==> src/rtl/sas_defs.vh <==
// Timing and encoding constants for the smoke alarm sequencer.
//
// Summary of operation
// - Standby internal period is 1.67 s and paces the standby strobes, LED pulses and chirps.
// - Each period power sensing for 10.5 ms and latch the smoke comparator.
// - Every 40 s pulse the LED 10.5 ms and latch low battery at pulse end.
// - No smoke sampling during battery test, chirp or alarm horn.
// - In alarm the internal period shortens to 41.5 ms.
// - In local alarm the LED pulses 10.5 ms every second.
// - Local alarm drives the interconnect line high.
// - Interconnect drive starts 3 s after the local alarm begins.
// - Remote alarm horn starts 0.45 s to 2.2 s after the line goes active.
// - LED stays off in an alarm caused only by the interconnect.
// - After local alarm ends, sink the interconnect for one standby period.
// - Charge dump only after local alarm, never after remote alarm.
// - Interconnect input qualified for 500 ms; 450 ms pulses never trigger.
// - Low battery without alarm chirps the horn 10.5 ms every 40 s.
// - No low battery chirp in local or remote alarm.
// - Falling edge on the timer trigger starts an 8 minute timer.
// - While the timer runs, the sensitivity strobe follows the sensing strobe.
// - Timer running and no alarm: LED blinks every 10 s.
// - Power-up reset clears alarm, battery, timer and interconnect state.
`ifndef SAS_DEFS_VH
`define SAS_DEFS_VH

`define SAS_CLK_PERIOD_NS 20
`define SAS_TICK_US       100
`define SAS_TICK_CYCLES   ((`SAS_TICK_US * 1000) / `SAS_CLK_PERIOD_NS)
`define SAS_TICK_W        16
`define SAS_CNT_W         24

`define SAS_T_PER_STBY_US 1670000
`define SAS_T_PER_ALM_US  41500
`define SAS_T_STROBE_US   10500
`define SAS_T_LBAT_US     40000000
`define SAS_T_LED_ALM_US  1000000
`define SAS_T_LED_TMR_US  10000000
`define SAS_T_HORN_ON_US  166000
`define SAS_T_HORN_OFF_US 83000
`define SAS_T_IO_DLY_US   3000000
`define SAS_T_IO_FILT_US  500000
`define SAS_T_TIMER_US    480000000

`define SAS_TK(us) ((us) / `SAS_TICK_US)

`define SAS_SYNC_SMOKE 0
`define SAS_SYNC_LBAT  1
`define SAS_SYNC_IO    2
`define SAS_SYNC_TRIG  3
`define SAS_SYNC_W     4

`endif

==> src/rtl/sas_sync.v <==
// Two flip-flop synchroniser for a group of asynchronous inputs.
`timescale 1ns/1ps
module sas_sync #(
	parameter WIDTH = 1
)(
	// Clock and reset
	input  wire             clk,
	input  wire             reset,
	// Data
	input  wire [WIDTH-1:0] async_in,
	output wire [WIDTH-1:0] sync_out
);

	reg [WIDTH-1:0] meta_ff;
	reg [WIDTH-1:0] sync_ff;

	always @(posedge clk)
	begin
		if (reset)
		begin
			meta_ff <= {WIDTH{1'b0}};
			sync_ff <= {WIDTH{1'b0}};
		end
		else
		begin
			meta_ff <= async_in;
			sync_ff <= meta_ff;
		end
	end

	assign sync_out = sync_ff;

endmodule

==> src/rtl/sas_tick.v <==
// Base time tick generator: one pulse every CYCLES clocks.
`timescale 1ns/1ps
`include "sas_defs.vh"
module sas_tick #(
	parameter CYCLES = `SAS_TICK_CYCLES
)(
	// Clock and reset
	input  wire clk,
	input  wire reset,
	// Tick
	output wire tick
);

	localparam integer           LAST_I = CYCLES - 1;
	localparam [`SAS_TICK_W-1:0] LAST   = LAST_I[`SAS_TICK_W-1:0];

	reg [`SAS_TICK_W-1:0] cnt_ff;
	reg                   tick_ff;

	always @(posedge clk)
	begin
		if (reset)
		begin
			cnt_ff  <= {`SAS_TICK_W{1'b0}};
			tick_ff <= 1'b0;
		end
		else if (cnt_ff == LAST)
		begin
			cnt_ff  <= {`SAS_TICK_W{1'b0}};
			tick_ff <= 1'b1;
		end
		else
		begin
			cnt_ff  <= cnt_ff + 1'b1;
			tick_ff <= 1'b0;
		end
	end

	assign tick = tick_ff;

endmodule

==> src/rtl/sas_seq.v <==
// Sequencing core of the smoke alarm: strobes, indications, interconnect and timer.
`timescale 1ns/1ps
`include "sas_defs.vh"
module sas_seq #(
	parameter TICK_CYCLES = `SAS_TICK_CYCLES
)(
	// Clock and reset
	input  wire clk,
	input  wire reset,
	// Sensing
	input  wire smoke_cmp,
	input  wire lowbat_cmp,
	output wire sense_strobe,
	// Indication
	output wire led_drive,
	output wire horn_drive_a,
	output wire horn_drive_b,
	// Interconnect pin
	input  wire io_in,
	output wire io_out,
	output wire io_oe,
	// Timer
	input  wire timer_trigger_input,
	output wire sensitivity_strobe_output,
	output wire sensitivity_strobe_oe,
	// Status
	output wire local_alarm,
	output wire remote_alarm,
	output wire low_battery,
	output wire timer_active
);

	// ************************************************************
	// Constants
	// ************************************************************
	localparam W = `SAS_CNT_W;

	// Converts a time in microseconds to a tick count cut to the counter width.
	function [W-1:0] to_ticks;
		input integer us;
		integer       t;
		begin
			t        = `SAS_TK(us);
			to_ticks = t[W-1:0];
		end
	endfunction

	localparam [W-1:0] PER_STBY = to_ticks(`SAS_T_PER_STBY_US);
	localparam [W-1:0] PER_ALM  = to_ticks(`SAS_T_PER_ALM_US);
	localparam [W-1:0] STB_LEN  = to_ticks(`SAS_T_STROBE_US);
	localparam [W-1:0] LBAT_LEN = to_ticks(`SAS_T_LBAT_US);
	localparam [W-1:0] LED_ALM  = to_ticks(`SAS_T_LED_ALM_US);
	localparam [W-1:0] LED_TMR  = to_ticks(`SAS_T_LED_TMR_US);
	localparam [W-1:0] HORN_ON  = to_ticks(`SAS_T_HORN_ON_US);
	localparam [W-1:0] HORN_OFF = to_ticks(`SAS_T_HORN_OFF_US);
	localparam [W-1:0] IO_DLY   = to_ticks(`SAS_T_IO_DLY_US);
	localparam [W-1:0] IO_FILT  = to_ticks(`SAS_T_IO_FILT_US);
	localparam [W-1:0] TMR_LEN  = to_ticks(`SAS_T_TIMER_US);
	localparam [W-1:0] ONE      = 24'h000001;
	localparam [W-1:0] ZERO     = 24'h000000;

	// Alarm states, one-hot.
	localparam [2:0] ST_STBY   = 3'h1;
	localparam [2:0] ST_LOCAL  = 3'h2;
	localparam [2:0] ST_REMOTE = 3'h4;

	// Strobe kinds, one-hot.
	localparam [2:0] K_SENSE = 3'h1;
	localparam [2:0] K_LBAT  = 3'h2;
	localparam [2:0] K_CHIRP = 3'h4;

	// ************************************************************
	// Input synchronisation and time base
	// ************************************************************
	wire [`SAS_SYNC_W-1:0] sync_in;
	wire [`SAS_SYNC_W-1:0] sync_q;
	wire                   tick;

	assign sync_in[`SAS_SYNC_SMOKE] = smoke_cmp;
	assign sync_in[`SAS_SYNC_LBAT]  = lowbat_cmp;
	assign sync_in[`SAS_SYNC_IO]    = io_in;
	assign sync_in[`SAS_SYNC_TRIG]  = timer_trigger_input;

	sas_sync #(
		.WIDTH(`SAS_SYNC_W)
	) u_sync (
		.clk     (clk),
		.reset   (reset),
		.async_in(sync_in),
		.sync_out(sync_q)
	);

	sas_tick #(
		.CYCLES(TICK_CYCLES)
	) u_tick (
		.clk  (clk),
		.reset(reset),
		.tick (tick)
	);

	wire smoke_s = sync_q[`SAS_SYNC_SMOKE];
	wire lbat_s  = sync_q[`SAS_SYNC_LBAT];
	wire io_s    = sync_q[`SAS_SYNC_IO];
	wire trig_s  = sync_q[`SAS_SYNC_TRIG];

	// ************************************************************
	// State registers
	// ************************************************************
	reg [2:0]   state_ff;
	reg [W-1:0] per_cnt_ff;
	reg         stb_ff;
	reg [2:0]   kind_ff;
	reg [W-1:0] stb_cnt_ff;
	reg         led_ff;
	reg         smoke_ff;
	reg         lbat_ff;
	reg [W-1:0] lb_cnt_ff;
	reg         lb_due_ff;
	reg         chirp_due_ff;
	reg [W-1:0] led_cnt_ff;
	reg         led_due_ff;
	reg         horn_alm_ff;
	reg         horn_ph_on_ff;
	reg [W-1:0] horn_cnt_ff;
	reg         horn_a_ff;
	reg         horn_b_ff;
	reg [W-1:0] io_dly_cnt_ff;
	reg         io_drive_ff;
	reg         dump_ff;
	reg [W-1:0] dump_cnt_ff;
	reg [W-1:0] filt_cnt_ff;
	reg         io_qual_ff;
	reg         trig_d_ff;
	reg         tmr_run_ff;
	reg [W-1:0] tmr_cnt_ff;

	wire in_alarm  = ~state_ff[0];
	wire in_local  = state_ff[1];
	wire led_mode  = in_local | (tmr_run_ff & ~in_alarm);
	wire [W-1:0] per_len = in_alarm ? PER_ALM : PER_STBY;
	wire [W-1:0] led_len = in_local ? LED_ALM : LED_TMR;

	// ************************************************************
	// Internal oscillator period and strobe
	// ************************************************************
	wire osc_edge = tick & (per_cnt_ff >= per_len - ONE);
	wire stb_end  = stb_ff & tick & (stb_cnt_ff == STB_LEN - ONE);

	reg [2:0] nxt_kind;

	always @*
	begin
		if (chirp_due_ff & ~in_alarm)
			nxt_kind = K_CHIRP;
		else if (lb_due_ff & ~in_alarm)
			nxt_kind = K_LBAT;
		else
			nxt_kind = K_SENSE;
	end

	always @(posedge clk)
	begin
		if (reset)
		begin
			per_cnt_ff <= ZERO;
			stb_ff     <= 1'b0;
			kind_ff    <= K_SENSE;
			stb_cnt_ff <= ZERO;
			led_ff     <= 1'b0;
		end
		else
		begin
			if (osc_edge)
				per_cnt_ff <= ZERO;
			else if (tick)
				per_cnt_ff <= per_cnt_ff + ONE;

			if (osc_edge & ~stb_ff)
			begin
				stb_ff     <= 1'b1;
				kind_ff    <= nxt_kind;
				stb_cnt_ff <= ZERO;
				led_ff     <= (nxt_kind == K_LBAT) | (led_due_ff & led_mode);
			end
			else if (stb_end)
			begin
				stb_ff <= 1'b0;
				led_ff <= 1'b0;
			end
			else if (stb_ff & tick)
				stb_cnt_ff <= stb_cnt_ff + ONE;
		end
	end

	// ************************************************************
	// Comparator latches and low battery scheduling
	// ************************************************************
	wire smoke_ok = ~horn_alm_ff;
	wire stb_start = osc_edge & ~stb_ff;

	always @(posedge clk)
	begin
		if (reset)
		begin
			smoke_ff     <= 1'b0;
			lbat_ff      <= 1'b0;
			lb_cnt_ff    <= ZERO;
			lb_due_ff    <= 1'b0;
			chirp_due_ff <= 1'b0;
		end
		else
		begin
			case (kind_ff)
				K_SENSE:
				begin
					if (stb_end & smoke_ok)
						smoke_ff <= smoke_s;
				end
				K_LBAT:
				begin
					if (stb_end)
						lbat_ff <= lbat_s;
				end
				K_CHIRP:
				begin
					lbat_ff <= lbat_ff;
				end
				default:
				begin
					smoke_ff <= 1'b0;
				end
			endcase

			if (tick & (lb_cnt_ff >= LBAT_LEN - ONE))
			begin
				lb_cnt_ff <= ZERO;
				lb_due_ff <= 1'b1;
			end
			else
			begin
				if (tick)
					lb_cnt_ff <= lb_cnt_ff + ONE;
				if (stb_start & (nxt_kind == K_LBAT))
					lb_due_ff <= 1'b0;
			end

			if (stb_end & (kind_ff == K_LBAT) & lbat_s)
				chirp_due_ff <= 1'b1;
			else if ((stb_start & (nxt_kind == K_CHIRP)) | in_alarm)
				chirp_due_ff <= 1'b0;
		end
	end

	// ************************************************************
	// LED interval in local alarm and timer mode
	// ************************************************************
	always @(posedge clk)
	begin
		if (reset)
		begin
			led_cnt_ff <= ZERO;
			led_due_ff <= 1'b0;
		end
		else if (~led_mode)
		begin
			led_cnt_ff <= ZERO;
			led_due_ff <= 1'b0;
		end
		else if (tick & (led_cnt_ff >= led_len - ONE))
		begin
			led_cnt_ff <= ZERO;
			led_due_ff <= 1'b1;
		end
		else
		begin
			if (tick)
				led_cnt_ff <= led_cnt_ff + ONE;
			if (stb_start)
				led_due_ff <= 1'b0;
		end
	end

	// ************************************************************
	// Alarm state machine
	// ************************************************************
	reg [2:0] nxt_state;

	always @*
	begin
		case (state_ff)
			ST_STBY:
				nxt_state = smoke_ff ? ST_LOCAL : (io_qual_ff ? ST_REMOTE : ST_STBY);
			ST_LOCAL:
				nxt_state = smoke_ff ? ST_LOCAL : ST_STBY;
			ST_REMOTE:
				nxt_state = smoke_ff ? ST_LOCAL : (io_qual_ff ? ST_REMOTE : ST_STBY);
			default:
				nxt_state = ST_STBY;
		endcase
	end

	always @(posedge clk)
	begin
		if (reset)
			state_ff <= ST_STBY;
		else
			state_ff <= nxt_state;
	end

	// ************************************************************
	// Horn pattern and low battery chirp
	// ************************************************************
	wire alarm_next = ~nxt_state[0];
	wire chirp_on   = stb_ff & (kind_ff == K_CHIRP);

	always @(posedge clk)
	begin
		if (reset)
		begin
			horn_alm_ff   <= 1'b0;
			horn_ph_on_ff <= 1'b0;
			horn_cnt_ff   <= ZERO;
			horn_a_ff     <= 1'b0;
			horn_b_ff     <= 1'b0;
		end
		else
		begin
			if (~in_alarm & alarm_next)
			begin
				horn_alm_ff   <= 1'b1;
				horn_ph_on_ff <= 1'b1;
				horn_cnt_ff   <= ZERO;
			end
			else if (~alarm_next)
			begin
				horn_alm_ff   <= 1'b0;
				horn_ph_on_ff <= 1'b0;
				horn_cnt_ff   <= ZERO;
			end
			else if (tick & horn_ph_on_ff & (horn_cnt_ff == HORN_ON - ONE))
			begin
				horn_alm_ff   <= 1'b0;
				horn_ph_on_ff <= 1'b0;
				horn_cnt_ff   <= ZERO;
			end
			else if (tick & ~horn_ph_on_ff & (horn_cnt_ff == HORN_OFF - ONE))
			begin
				horn_alm_ff   <= 1'b1;
				horn_ph_on_ff <= 1'b1;
				horn_cnt_ff   <= ZERO;
			end
			else if (tick)
				horn_cnt_ff <= horn_cnt_ff + ONE;

			horn_a_ff <= horn_alm_ff | chirp_on;
			horn_b_ff <= ~(horn_alm_ff | chirp_on) & (in_alarm | chirp_on);
		end
	end

	// ************************************************************
	// Interconnect drive, charge dump and input filter
	// ************************************************************
	always @(posedge clk)
	begin
		if (reset)
		begin
			io_dly_cnt_ff <= ZERO;
			io_drive_ff   <= 1'b0;
			dump_ff       <= 1'b0;
			dump_cnt_ff   <= ZERO;
			filt_cnt_ff   <= ZERO;
			io_qual_ff    <= 1'b0;
		end
		else
		begin
			if (~in_local)
			begin
				io_dly_cnt_ff <= ZERO;
				io_drive_ff   <= 1'b0;
			end
			else if (tick & (io_dly_cnt_ff == IO_DLY - ONE))
				io_drive_ff <= 1'b1;
			else if (tick & ~io_drive_ff)
				io_dly_cnt_ff <= io_dly_cnt_ff + ONE;

			if (in_local & ~nxt_state[1])
			begin
				dump_ff     <= 1'b1;
				dump_cnt_ff <= ZERO;
			end
			else if (alarm_next | (tick & (dump_cnt_ff == PER_STBY - ONE)))
				dump_ff <= 1'b0;
			else if (tick & dump_ff)
				dump_cnt_ff <= dump_cnt_ff + ONE;

			if (~io_s | in_local | dump_ff)
			begin
				filt_cnt_ff <= ZERO;
				io_qual_ff  <= 1'b0;
			end
			else if (tick & (filt_cnt_ff == IO_FILT - ONE))
				io_qual_ff <= 1'b1;
			else if (tick & ~io_qual_ff)
				filt_cnt_ff <= filt_cnt_ff + ONE;
		end
	end

	// ************************************************************
	// Reduced-sensitivity timer
	// ************************************************************
	always @(posedge clk)
	begin
		if (reset)
		begin
			trig_d_ff  <= 1'b0;
			tmr_run_ff <= 1'b0;
			tmr_cnt_ff <= ZERO;
		end
		else
		begin
			trig_d_ff <= trig_s;
			if (trig_d_ff & ~trig_s)
			begin
				tmr_run_ff <= 1'b1;
				tmr_cnt_ff <= ZERO;
			end
			else if (tick & tmr_run_ff & (tmr_cnt_ff == TMR_LEN - ONE))
				tmr_run_ff <= 1'b0;
			else if (tick & tmr_run_ff)
				tmr_cnt_ff <= tmr_cnt_ff + ONE;
		end
	end

	// ************************************************************
	// Outputs
	// ************************************************************
	assign sense_strobe              = stb_ff;
	assign led_drive                 = led_ff;
	assign horn_drive_a              = horn_a_ff;
	assign horn_drive_b              = horn_b_ff;
	assign io_out                    = io_drive_ff;
	assign io_oe                     = io_drive_ff | dump_ff;
	assign sensitivity_strobe_output = 1'b0;
	assign sensitivity_strobe_oe     = tmr_run_ff & stb_ff;
	assign local_alarm               = in_local;
	assign remote_alarm              = state_ff[2];
	assign low_battery               = lbat_ff;
	assign timer_active              = tmr_run_ff;

endmodule

==> config.mk <==
export PLATFORM = sky130hd
export DESIGN_NAME = sas_seq
export DESIGN_NICKNAME = d
export VERILOG_FILES = /design/src/rtl/sas_sync.v /design/src/rtl/sas_tick.v /design/src/rtl/sas_seq.v
export VERILOG_INCLUDE_DIRS = /design/src /design/src/rtl
export SDC_FILE = /design/constraint.sdc
export NUM_CORES = 1
export LEC_CHECK = 0
export BUFFER_PORTS_ARGS = -buffer_cell sky130_fd_sc_hd__buf_4
export CAP_MARGIN = 20
export CORE_MARGIN = 2
export CORE_UTILIZATION = 45
export CTS_BUF_LIST = sky130_fd_sc_hd__clkbuf_16
export CTS_CLUSTER_SIZE = 40
export DETAILED_ROUTE_END_ITERATION = 10
export GPL_TIMING_DRIVEN = 0
export PLACE_DENSITY = 0.57
export RECOVER_POWER = 50
export SLEW_MARGIN = 10
export SYNTH_ARGS = -nofsm -noshare
export SYNTH_HDL_FRONTEND = slang
export SYNTH_SLANG_ARGS = --single-unit
==> constraint.sdc <==
create_clock -name clk -period 2.98 [get_ports clk]
set_input_delay 0.298 -clock clk [delete_from_list [all_inputs] [get_ports clk]]
set_output_delay 0.298 -clock clk [all_outputs]
set_load 0.005 [all_outputs]
==> results of run 1 <==
-- cell type report --
class	instances	area share, %
Multi-Input combinational cell	1081	48.52
Inverter	26	0.7205
Clock buffer	30	5.542
Buffer	42	1.349
Sequential cell	262	38.72
Timing Repair Buffer	23	1.275
Clock inverter	21	0.7205
Tap cell	341	3.150
-- worst paths after layout --
kind | startpoint | endpoint | slack, ns | cells past startpoint
setup reg to reg | state_ff[1] | dump_cnt_ff[8] | 0.30 | 6
setup / recovery | state_ff[1] | dump_cnt_ff[8] | 0.30 | 6
hold reg to reg | u_sync.meta_ff[0] | u_sync.sync_out[0] | 0.43 | 1
hold / removal | reset | state_ff[0] | 0.33 | 3
-- what timing repair did --
item                                   in CTS  in global routing
hold buffers                                4                  0
setup endpoints to repair                   0                 21
resized for setup                           0                  1
buffers inserted                            0                  2
endpoints found under the hold margin       4                  0
-- flip-flops by register name, summed over array words and instances (netlist names), 24 cells and up --
register,cells
lb_cnt_ff,24
filt_cnt_ff,24
horn_cnt_ff,24
per_cnt_ff,24
io_dly_cnt_ff,24
dump_cnt_ff,24
tmr_cnt_ff,24
stb_cnt_ff,24
led_cnt_ff,24
-- power by group through the flow --
stage,Clock (mW),Sequential [mW],Combinational [mW]
after floorplan,0,3.59,0.0526
after detailed placement,0,3.59,0.0862
after global placement,0,3.59,0.0857
after CTS,3.32,3.52,0.0908
after global routing,3.45,3.52,0.101
final,3.23,3.52,0.0907
-- stage by stage --
| stage | cell area, sq um | total power [mW] | hold slack, ns | std cells | setup WS, ns |
|---|---|---|---|---|---|
| floorplan | 12150 | 3.645 | 0.4138 | 1411 | 0.7978 |
| global placement | 12690 | 3.680 | 0.4167 | 1768 | 0.1269 |
| detailed placement | 12690 | 3.681 | 0.4220 | 1768 | 0.08267 |
| CTS | 13580 | 6.927 | 0.3097 | 1823 | 0.06560 |
| global route | 13550 | 7.066 | 0.3580 | 1826 | 0.03755 |
| finish | 13550 | 6.837 | 0.3319 | 1826 | 0.3019 |
-- cells in the final DEF (no fill, tap or decap), drive strengths merged, types with 9 or more instances in the layout --
cell      n
ha       23
nor4     45
mux2i    15
nand2   104
buf      15
nand4    62
nor2b    12
o31ai    11
or4      19
dfxtp   262
clkinv   10
or3      23
nand3    82
o21ai    37
o211ai   18
and4     20
xor2     98
a21oi    35
nor3     26
a31oi     9
and2      9
and3     38
inv      37
clkbuf   76
xnor2    74
nor2    249
-- routing by layer --
| metal | part of all wire, % | up-vias | wire length, um |
|---|---|---|---|
| met5 | 0 | - | 0 |
| met4 | 2.5 | 0 | 661 |
| met3 | 3.3 | 45 | 854 |
| met2 | 42 | 140 | 11030 |
| met1 | 52 | 4631 | 13600 |
| li1 | - | 5127 | - |
-- kinds of logic (layout without fill, tap and decap cells) --
group                      count (synthesis)  in the layout  synth area share, %
adders and majority gates                 23             23                2.369
and+or+nand+nor                          728            728                30.48
DFF                                      262            262                43.19
muxes                                     16             16                1.329
buffers and inverters                     68            142                2.431
other                                      1              1              0.03088
AOI/OAI and AO/OA                        141            141                7.706
xor gates and xnor gates                 172            172                12.47
-- worst max-delay path: stages (launching register included) --
cell and delay (ns):
dfxtp_1 0.54, clkbuf_1 0.45, o21bai_1 0.23, a2bb2oi_2 0.33, o211ai_1 0.34, or4_1 0.55
a21oi_1 0.16
==> key figures, run 1 <==
Outcome
  – Outcome: finished, final reports clean

Timing
  – Final setup violation count: 0
  – Max Freq: between 0.3 and 0.4 GHz
  – Worst slew pin tran: around 1.3 ns
  – Fin crit period: approximately 2.7 ns
  – RSZ-0062 raised after global routing: no
  – Clock Skew: 0.01652 ns
  – Fin. max-slew vios: 0
  – Max transition margin: between 10% and 20%
  – Final hold violations: 0
  – Fin crit share: approximately nine tenths
  – Setup_tns: 0 ns

Drt
  – Via density: 5.445
  – Initial DRC count: roughly 580
  – Total wire length: around 26,000 um
  – Iteration count of the initial detailed-routing pass: 5
  – Number of routed nets with antenna violations: 0
  – DR WL/cell: between 10 and 15 um
  – Vias: approximately 9,900
  – Detailed-route DRC error count: 0

Die
  – Chip Height: approximately 170 um
  – Top-level port count: 18
  – Die width: around 170 um
  – Placeable core region: 26,730 sq um
  – Standard-cell rows: 60
  – Initial Utilization: 45.44%
  – Die footprint: between 20,000 and 30,000 sq um

Final layout
  – Share of layout cells above drive strength 1: under 10%
  – Nets: approximately 1,500
  – Multi-input logic area: 6573 sq um
  – Finished Core Util: approximately 51%
  – Layout Area Growth over Synthesis: 11.53%
  – FF/Latch Area: 5245 sq um
  – Fill count: about 2,600
  – Antenna Cells: 0

Critical path
  – Worst Setup End Kind: flip-flop
  – Worst EP arrival: 3.15 ns
  – Required @ worst endpoint: ~3.5 ns
  – Setup crit start kind: flip-flop
  – Setup CP Type: flip-flop to flip-flop
  – Critical path peak fanout: 10

Pwr
  – VDD IR max: about 390 uV
  – Sw power: 1.499 mW
  – Pwr Density: between 500 and 600 nW/um^2
  – P_int: 5.338 mW
  – Leakage: ~4.6 nW
  – Clock network power share: between 40% and 50%
  – Comb pwr share: between 1 and 1.5%
  – Flop pwr share: 51.5%
  – Switching Fraction: 21.93%

Logic synthesis
  – Number of synthesized flops with an enable pin: 0
  – Syn nets: roughly 1,400
  – Top_reg_cell synth: dfxtp_1
  – Share of the synthesized area in the top cell type: 43.19%
  – Post-synth ARST share: 0%
  – Synth Instances: 1,411
  – Synthesized area per cell: approximately 8.6 sq um
  – Most numerous cell in the Yosys netlist: dfxtp_1
  – YS warnings: 0
  – Post-synth top area cell: dfxtp_1
  – Post-synth top cells: dfxtp_1, nor2_1, nand2_1, xor2_1, nand3_1
  – Library cells used by synthesis: 71
  – Post-synthesis sequential area ratio: 43.19%
  – Post-synthesis register bit count: approximately 260
  – Syn Std Cell Area: around 12,000 sq um
  – Top post-synthesis cells by area: dfxtp_1, nor2_1, xor2_1

Global routing
  – Met2 Use GR: 28.70%
  – Met3 Use GR: 2.468%
  – Pin count of the biggest net entering global routing: 16
  – Total track usage: a little under a fifth
  – Vias in the first global route: around 9,200
  – Gr ovfl total: 0
  – GR peak layer: met2
  – Met1 capacity usage during global routing: 26.58%
  – Initial antenna violation count: 0
  – First-pass GRT wire length: about 44,000 um

Placement
  – Hpwl dp: roughly 18,000 um
  – GP Congestion: 0.8236
  – Port bufs: 16

Worst hold path
  – Worst hold path type: primary input to flip-flop

Clock network
  – CTS tree: yes
  – CTS Sinks: between 200 and 300
  – H-tree depth: 1
  – TritonCTS Buffers: 30
  – Clock latency on the worst-skew pair: 0.56 ns
  – Deepest clock path buffer count: 3
  – Clock tree root driver cell: clkbuf_16
  – Clock slew at reported path FFs: around 0.06 ns

Run
  – Reported max-cap violation count: 0
Power figures use the tool's default switching activity.
==> run 2: changes to the inputs <==
--- a/config.mk
+++ b/config.mk
@@ -14,7 +14,7 @@
 export CTS_CLUSTER_SIZE = 40
 export DETAILED_ROUTE_END_ITERATION = 10
 export GPL_TIMING_DRIVEN = 0
-export PLACE_DENSITY = 0.57
+export PLACE_DENSITY = 0.59
 export RECOVER_POWER = 50
 export SLEW_MARGIN = 10
 export SYNTH_ARGS = -nofsm -noshare
==> constraint.sdc (replaced) <==
create_clock -name clk -period 2.3 [get_ports clk]
set_input_delay 0.23 -clock clk [delete_from_list [all_inputs] [get_ports clk]]
set_output_delay 0.23 -clock clk [all_outputs]
set_load 0.005 [all_outputs]
==> run 2 against run 1 <==
Against the previous run:
- total power up 30%
- register-to-register slack worse by 0.26 ns
- flip-flop and latch count unchanged
- critical endpoint is now per_cnt_ff[3]
- largest cell class unchanged
- largest power group unchanged
- highest routed layer unchanged
==> key figures, run 2 (same netlist as run 1, synthesis figures left out) <==
Outcome
  – Outcome: finished, final reports clean (unchanged)

Die
  – Die footprint: 28,320 sq um (unchanged)
  – Initial Utilization: 45.44% (unchanged)
  – Placeable core region: 26,730 sq um (unchanged)
  – Standard-cell rows: 60 (unchanged)
  – Chip Height: 168.3 um (unchanged)
  – Die width: 168.3 um (unchanged)
  – Top-level port count: 18 (unchanged)

Pwr
  – Clock network power share: 47.3% (was 47.2%)
  – Comb pwr share: 1.4% (was 1.3%)
  – Switching Fraction: 21.53% (was 21.93%)
  – Pwr Density: 637.6 nW/um^2 (was 504.7 nW/um^2)
  – VDD IR max: 486.5 uV (was 385.5 uV)
  – Leakage: 4.780 nW (was 4.569 nW)
  – Sw power: 1.913 mW (was 1.499 mW)
  – Flop pwr share: 51.3% (was 51.5%)
  – P_int: 6.970 mW (was 5.338 mW)

Worst hold path
  – Hold endpoint: state_ff[0] (unchanged)
  – Worst hold path type: primary input to flip-flop (unchanged)
  – Min-delay src: reset (unchanged)
  – WHS Path Cells: 3 (unchanged)

Placement
  – GP Congestion: 0.7792 (was 0.8236)
  – Port bufs: 16 (unchanged)
  – Hpwl dp: 17,890 um (was 18,060 um)
  – Placed Instances: 1,769 (was 1,768)

Critical path
  – RR Endpoint: per_cnt_ff[3] (was dump_cnt_ff[8])
  – Critical path peak fanout: 10 (unchanged)
  – Worst Setup End Kind: flip-flop (unchanged)
  – Worst reg2reg startpoint: state_ff[0] (was state_ff[1])
  – Required @ worst endpoint: 2.74 ns (was 3.45 ns)
  – CP Cell Sequence: buf_6 -> inv_1 -> ha_1 -> nand4_1 -> o311a_4 -> o211ai_1 -> buf_4 -> buf_4 -> nor2_1 (was clkbuf_1 -> o21bai_1 -> a2bb2oi_2 -> o211ai_1 -> or4_1 -> a21oi_1)
  – Crit path largest cell delay: 0.40 ns (was 0.55 ns)
  – R2R Setup Slk: 0.04 ns (was 0.30 ns)
  – Most repeated library cell on the critical path: buf_4
  – Setup CP Type: flip-flop to flip-flop (unchanged)
  – Worst EP arrival: 2.69 ns (was 3.15 ns)
  – R2r worst-path depth: 9 (was 6)
  – Slowest-stage cell, CP: dfxtp_2 (was or4_1)
  – Setup crit start kind: flip-flop (unchanged)

Global routing
  – First-pass GRT wire length: 44,870 um (was 44,230 um)
  – Initial antenna violation count: 0 (unchanged)
  – Gr ovfl total: 0 (unchanged)
  – Vias in the first global route: 9,247 (was 9,188)
  – Total track usage: 18.54% (was 18.35%)
  – Pin count of the biggest net entering global routing: 15 (was 16)

Final layout
  – Layout Cells excl Fill: 1,842 (was 1,826)
  – Most common cell after layout, fill and taps aside: dfxtp_1 (unchanged)
  – Share of layout cells above drive strength 1: 8.661% (was 4.848%)
  – Antenna Cells: 0 (unchanged)
  – Nets: 1,510 (was 1,495)
  – Most frequent cells in the layout: dfxtp_1, nor2_1, nand2_1, xor2_1, nand3_1 (unchanged)
  – Layout Area Growth over Synthesis: 14.70% (was 11.53%)

Timing
  – Fin. max-slew vios: 0 (unchanged)
  – Clock Skew: 0.01271 ns (was 0.01652 ns)
  – Final setup violation count: 0 (unchanged)
  – Fin crit share: 98.15% (was 89.87%)
  – WHS: 0.2537 ns (was 0.3319 ns)
  – Final hold violations: 0 (unchanged)
  – Max transition margin: 50.40% (was 14.62%)
  – Worst slew pin tran: 0.7378 ns (was 1.269 ns)
  – Max Freq: 0.4430 GHz (was 0.3734 GHz)
  – Fin crit period: 2.257 ns (was 2.678 ns)
  – RSZ-0062 raised after global routing: yes (was no)

Clock network
  – TritonCTS Buffers: 29 (was 30)
  – CTS tree: yes (unchanged)
  – Clock slew at reported path FFs: 0.06 ns (about the same)
  – Deepest clock path buffer count: 3 (unchanged)
  – H-tree depth: 1 (unchanged)
  – Clock tree root driver cell: clkbuf_16 (unchanged)
  – CTS Sinks: 262 (unchanged)
  – Clock latency on the worst-skew pair: 0.54 ns (was 0.56 ns)

Drt
  – Via density: 5.410 (was 5.445)
  – Detailed-route DRC error count: 0 (unchanged)
  – Iteration count of the initial detailed-routing pass: 5 (unchanged)
  – Vias: 9,966 (was 9,943)
  – DR WL/cell: 14.36 um (was 14.32 um)
  – Initial DRC count: 607 (was 583)
  – Number of routed nets with antenna violations: 0 (unchanged)
  – Total wire length: 26,450 um (was 26,140 um)

Run
  – Reported max-cap violation count: 0 (unchanged)
run 2: metrics by stage:
| step | util, % | TNS [ns] | power, mW | setup WS, ns | instance area, sq um |
|---|---|---|---|---|---|
| 2_1_floorplan | - | 0 | 4.723 | 0.1178 | 12150 |
| 3_3_place_gp | 47.49 | -33.76 | 4.768 | -0.5870 | 12690 |
| 3_5_place_dp | 47.51 | -33.58 | 4.769 | -0.5995 | 12700 |
| 4_1_cts | 51.54 | 0 | 9.030 | 0.01744 | 13770 |
| 5_1_grt | 52.13 | -1.802 | 9.225 | -0.06276 | 13930 |
| 6_report | 52.13 | 0 | 8.883 | 0.04253 | 13930 |
run 2: how the worst max path moves through the flow:
stage | from | endpoint | slack [ns] | cells past startpoint
6_report | state_ff[0] | per_cnt_ff[3] | 0.04 | 9
5_1_grt | state_ff[0] | per_cnt_ff[2] | -0.06 | 9
4_1_cts | state_ff[1] | led_cnt_ff[20] | 0.02 | 8
3_5_place_dp | state_ff[1] | led_cnt_ff[6] | -0.60 | 8
3_3_place_gp | state_ff[1] | led_cnt_ff[12] | -0.59 | 8
2_1_floorplan | state_ff[1] | led_cnt_ff[0] | 0.12 | 8
run 2: worst max-delay path: cells and delay by family, from the launching register on:
kind / cells / cell delay, ns
compound gates: 2 / 0.68
buf+inv: 4 / 0.59
flops: 1 / 0.40
fa+ha+maj: 1 / 0.30
simple gates: 2 / 0.17
run 2: area by class of cell:
class,instances,area (sq um)
tap,341,426.7
sequential,262,5251
buffer,42,230.2
timing repair buffer,39,291.5
fill,2565,12790
clock inverter,22,130.1
clock buffer,29,725.7
inverter,26,101.3
multi-input combinational,1081,6774
run 2: metal layers:
layer / up-vias / routed length (um) / GRT usage, %
met3: 30 / 849 / 2.586
li1: 5165 / - / -
met5: - / 0 / 0
met4: 0 / 501 / 4.123
met1: 4639 / 13320 / 26.13
met2: 132 / 11780 / 30.24
run 2: timing repair:
| action | CTS | global route |
|---|---|---|
| pin swaps | 5 | 6 |
| buffers inserted | 11 | 7 |
| resized for setup | 27 | 36 |
| endpoints found under the setup margin | 125 | 138 |
| hold buffers | 4 | 0 |
| hold endpoints to repair | 4 | 0 |
run 2: power by group through the flow:
stage	Clock (mW)	Combinational [mW]	Sequential (mW)
floorplan	0	0.0681	4.65
detailed placement	0	0.112	4.66
global route	4.53	0.138	4.55
global placement	0	0.111	4.66
finish	4.20	0.124	4.56
CTS	4.35	0.124	4.55
==> run 3: changes to the inputs <==
--- a/config.mk
+++ b/config.mk
@@ -7,14 +7,14 @@
 export NUM_CORES = 1
 export LEC_CHECK = 0
 export BUFFER_PORTS_ARGS = -buffer_cell sky130_fd_sc_hd__buf_4
-export CAP_MARGIN = 20
+export CAP_MARGIN = 40
 export CORE_MARGIN = 2
-export CORE_UTILIZATION = 45
+export CORE_UTILIZATION = 57
 export CTS_BUF_LIST = sky130_fd_sc_hd__clkbuf_16
 export CTS_CLUSTER_SIZE = 40
 export DETAILED_ROUTE_END_ITERATION = 10
 export GPL_TIMING_DRIVEN = 0
-export PLACE_DENSITY = 0.59
+export PLACE_DENSITY = 0.73
 export RECOVER_POWER = 50
 export SLEW_MARGIN = 10
 export SYNTH_ARGS = -nofsm -noshare
==> constraint.sdc (replaced) <==
create_clock -name clk -period 2.3 [get_ports clk]
set_input_delay 0.23 -clock clk [delete_from_list [all_inputs] [get_ports clk]]
set_output_delay 0.23 -clock clk [all_outputs]
set_load 0.05 [all_outputs]
==> run 3 against run 2 <==
Against the previous run:
- utilization rose by 13 points
- sequential share of layout area is 0.61 points higher
- cell area fell by 1.6%
- largest cell class unchanged
- flip-flop and latch count did not move
- cell count decreased by 4.0%
- worst hold slack improved by 0.0060 ns
- highest routed layer unchanged
==> key figures, run 3 (same netlist as run 1, synthesis figures left out) <==
Timing
  – Fin crit period: 2.203 ns (was 2.257 ns)
  – Max Freq: 0.4539 GHz (was 0.4430 GHz)
  – WHS: 0.2597 ns (was 0.2537 ns)
  – Final setup violation count: 0 (unchanged)
  – Max transition margin: 39.14% (was 50.40%)
  – Final hold violations: 0 (unchanged)
  – Fin. max-slew vios: 0 (unchanged)
  – Worst slew pin tran: 0.9045 ns (was 0.7378 ns)
  – Fin crit share: 95.79% (was 98.15%)
  – Setup_tns: 0 ns (unchanged)
  – Clock Skew: 0.005878 ns (was 0.01271 ns)

Final layout
  – Antenna Cells: 0 (unchanged)
  – Share of layout cells above drive strength 1: 6.894% (was 8.661%)
  – Finished Core Util: 65.45% (was 52.13%)
  – Design area: 13,710 sq um (was 13,930 sq um)
  – Layout Area Growth over Synthesis: 12.92% (was 14.70%)
  – Nets: 1,501 (was 1,510)
  – Most common cell after layout, fill and taps aside: dfxtp_1 (unchanged)
  – Most frequent cells in the layout: dfxtp_1, nor2_1, nand2_1, xor2_1, nand3_1 (unchanged)

Critical path
  – Slowest-stage cell, CP: or4_1 (was dfxtp_2)
  – Crit path largest cell delay: 0.54 ns (was 0.40 ns)
  – Critical path peak fanout: 10 (unchanged)
  – CP Cell Sequence: buf_8 -> or3b_4 -> o22ai_4 -> nand2_2 -> or4_1 -> buf_6 -> buf_6 -> nor2_1 (was buf_6 -> inv_1 -> ha_1 -> nand4_1 -> o311a_4 -> o211ai_1 -> buf_4 -> buf_4 -> nor2_1)
  – Top delay family on crit path: simple AND/OR/NAND/NOR gates (was compound AO/OA/AOI/OAI gates)
  – WP buf/inv: 3 (was 4)
  – Setup CP Type: flip-flop to flip-flop (unchanged)
  – R2R Setup Slk: 0.1 ns (was 0.04 ns)
  – Worst Setup End Kind: flip-flop (unchanged)
  – Setup crit start kind: flip-flop (unchanged)
  – Worst EP arrival: 2.67 ns (was 2.69 ns)
  – Required @ worst endpoint: 2.77 ns (was 2.74 ns)
  – Most repeated library cell on the critical path: buf_6 (was buf_4)

Clock network
  – Clock latency on the worst-skew pair: 0.53 ns (was 0.54 ns)
  – Clock slew at reported path FFs: 0.06 ns (about the same)
  – Clock tree root driver cell: clkbuf_16 (unchanged)
  – Deepest clock path buffer count: 3 (unchanged)
  – TritonCTS Buffers: 29 (unchanged)
  – CTS tree: yes (unchanged)
  – H-tree depth: 1 (unchanged)
  – CTS Sinks: 262 (unchanged)

Die
  – Initial Utilization: 57.96% (was 45.44%)
  – Placeable core region: 20,960 sq um (was 26,730 sq um)
  – Die footprint: 22,490 sq um (was 28,320 sq um)
  – Die width: 150.0 um (was 168.3 um)
  – Top-level port count: 18 (unchanged)
  – Chip Height: 150.0 um (was 168.3 um)
  – Standard-cell rows: 53 (was 60)

Pwr
  – VDD IR max: 520.9 uV (was 486.5 uV)
  – Leakage: 4.662 nW (was 4.780 nW)
  – Pwr Density: 650.8 nW/um^2 (was 637.6 nW/um^2)

Drt
  – DR WL/cell: 14.25 um (was 14.36 um)
  – Total wire length: 25,200 um (was 26,450 um)
  – Initial DRC count: 475 (was 607)
  – Iteration count of the initial detailed-routing pass: 5 (unchanged)
  – Number of routed nets with antenna violations: 0 (unchanged)
  – Detailed-route DRC error count: 0 (unchanged)
  – Via density: 5.680 (was 5.410)
  – Vias: 10,050 (was 9,966)

Global routing
  – Vias in the first global route: 9,099 (was 9,247)
  – Gr ovfl total: 0 (unchanged)
  – Pin count of the biggest net entering global routing: 15 (unchanged)
  – First-pass GRT wire length: 42,350 um (was 44,870 um)
  – Total track usage: 22.27% (was 18.54%)
  – Initial antenna violation count: 0 (unchanged)

Placement
  – Placed Area: 12,630 sq um (was 12,700 sq um)
  – Hpwl dp: 17,520 um (was 17,890 um)
  – GP Congestion: 0.8240 (was 0.7792)
  – Port bufs: 16 (unchanged)

Run
  – Reported max-cap violation count: 0 (unchanged)

Outcome
  – Outcome: finished, final reports clean (unchanged)

Worst hold path
  – Worst hold path type: primary input to flip-flop (unchanged)
==> run 3: cell count changes in the layout (fill, tap and decap cells not counted), sizes merged <==
cell / before / now
buf: 36 / 29
clkbuf: 70 / 68
inv: 34 / 29
bufinv: 1 / 2
clkinvlp: 3 / 2
clkinv: 10 / 17
==> run 3: routing by layer <==
| layer | wire length, um | global-route usage, % |
|---|---|---|
| met5 | 0 | 0 |
| met4 | 389 | 5.519 |
| met3 | 836 | 3.171 |
| met2 | 11340 | 35.55 |
| met1 | 12640 | 31.80 |
==> run 3: final cells by class <==
class	count	area (sq um)
Fill cell	1826	7241
Multi-Input combinational cell	1081	6715
Sequential cell	262	5254
Clock buffer	29	725.7
Tap cell	275	344.1
Buffer	42	232.7
Timing Repair Buffer	30	183.9
Clock inverter	24	153.9
Inverter	26	105.1
==> run 3: what timing repair did <==
item,CTS,global route
setup buffers,4,4
hold endpoints to repair,4,0
hold buffers,4,0
gates resized for setup,16,39
pin swaps,3,5
setup endpoints to repair,90,130
==> run 3: metrics by stage <==
step,instances,setup slack (ns),power (mW)
CTS,1765,-0.01959,9.039
finish,1769,0.09673,8.925
global route,1769,-0.009193,9.220
detailed placement,1704,-0.3869,4.771
global placement,1702,-0.4207,4.769
floorplan,1411,0.08151,4.728
==> run 3: path summary, 6_finish.rpt <==
path / to / from / cells after the start
setup / recovery: horn_cnt_ff[12] / state_ff[0] / 8
hold / removal: state_ff[0] / reset / 3
setup reg to reg: horn_cnt_ff[12] / state_ff[0] / 8
hold reg to reg: u_sync.sync_out[0] / u_sync.meta_ff[0] / 1
==> run 3: tightest hold or removal path: cells and delay by family <==
family / cells / cell delay, ns
buffers and inverters: 2 / 0.38
AND/OR/NAND/NOR: 1 / 0.12
==> run 3: where the power goes <==
part           leakage (nW)  switching, mW  total [mW]  internal [mW]
Clock                 0.454           1.76        4.25           2.49
Combinational          2.10         0.0856       0.122         0.0366
Sequential             2.11        0.00691        4.56           4.55
Total                  4.66           1.85        8.93           7.08
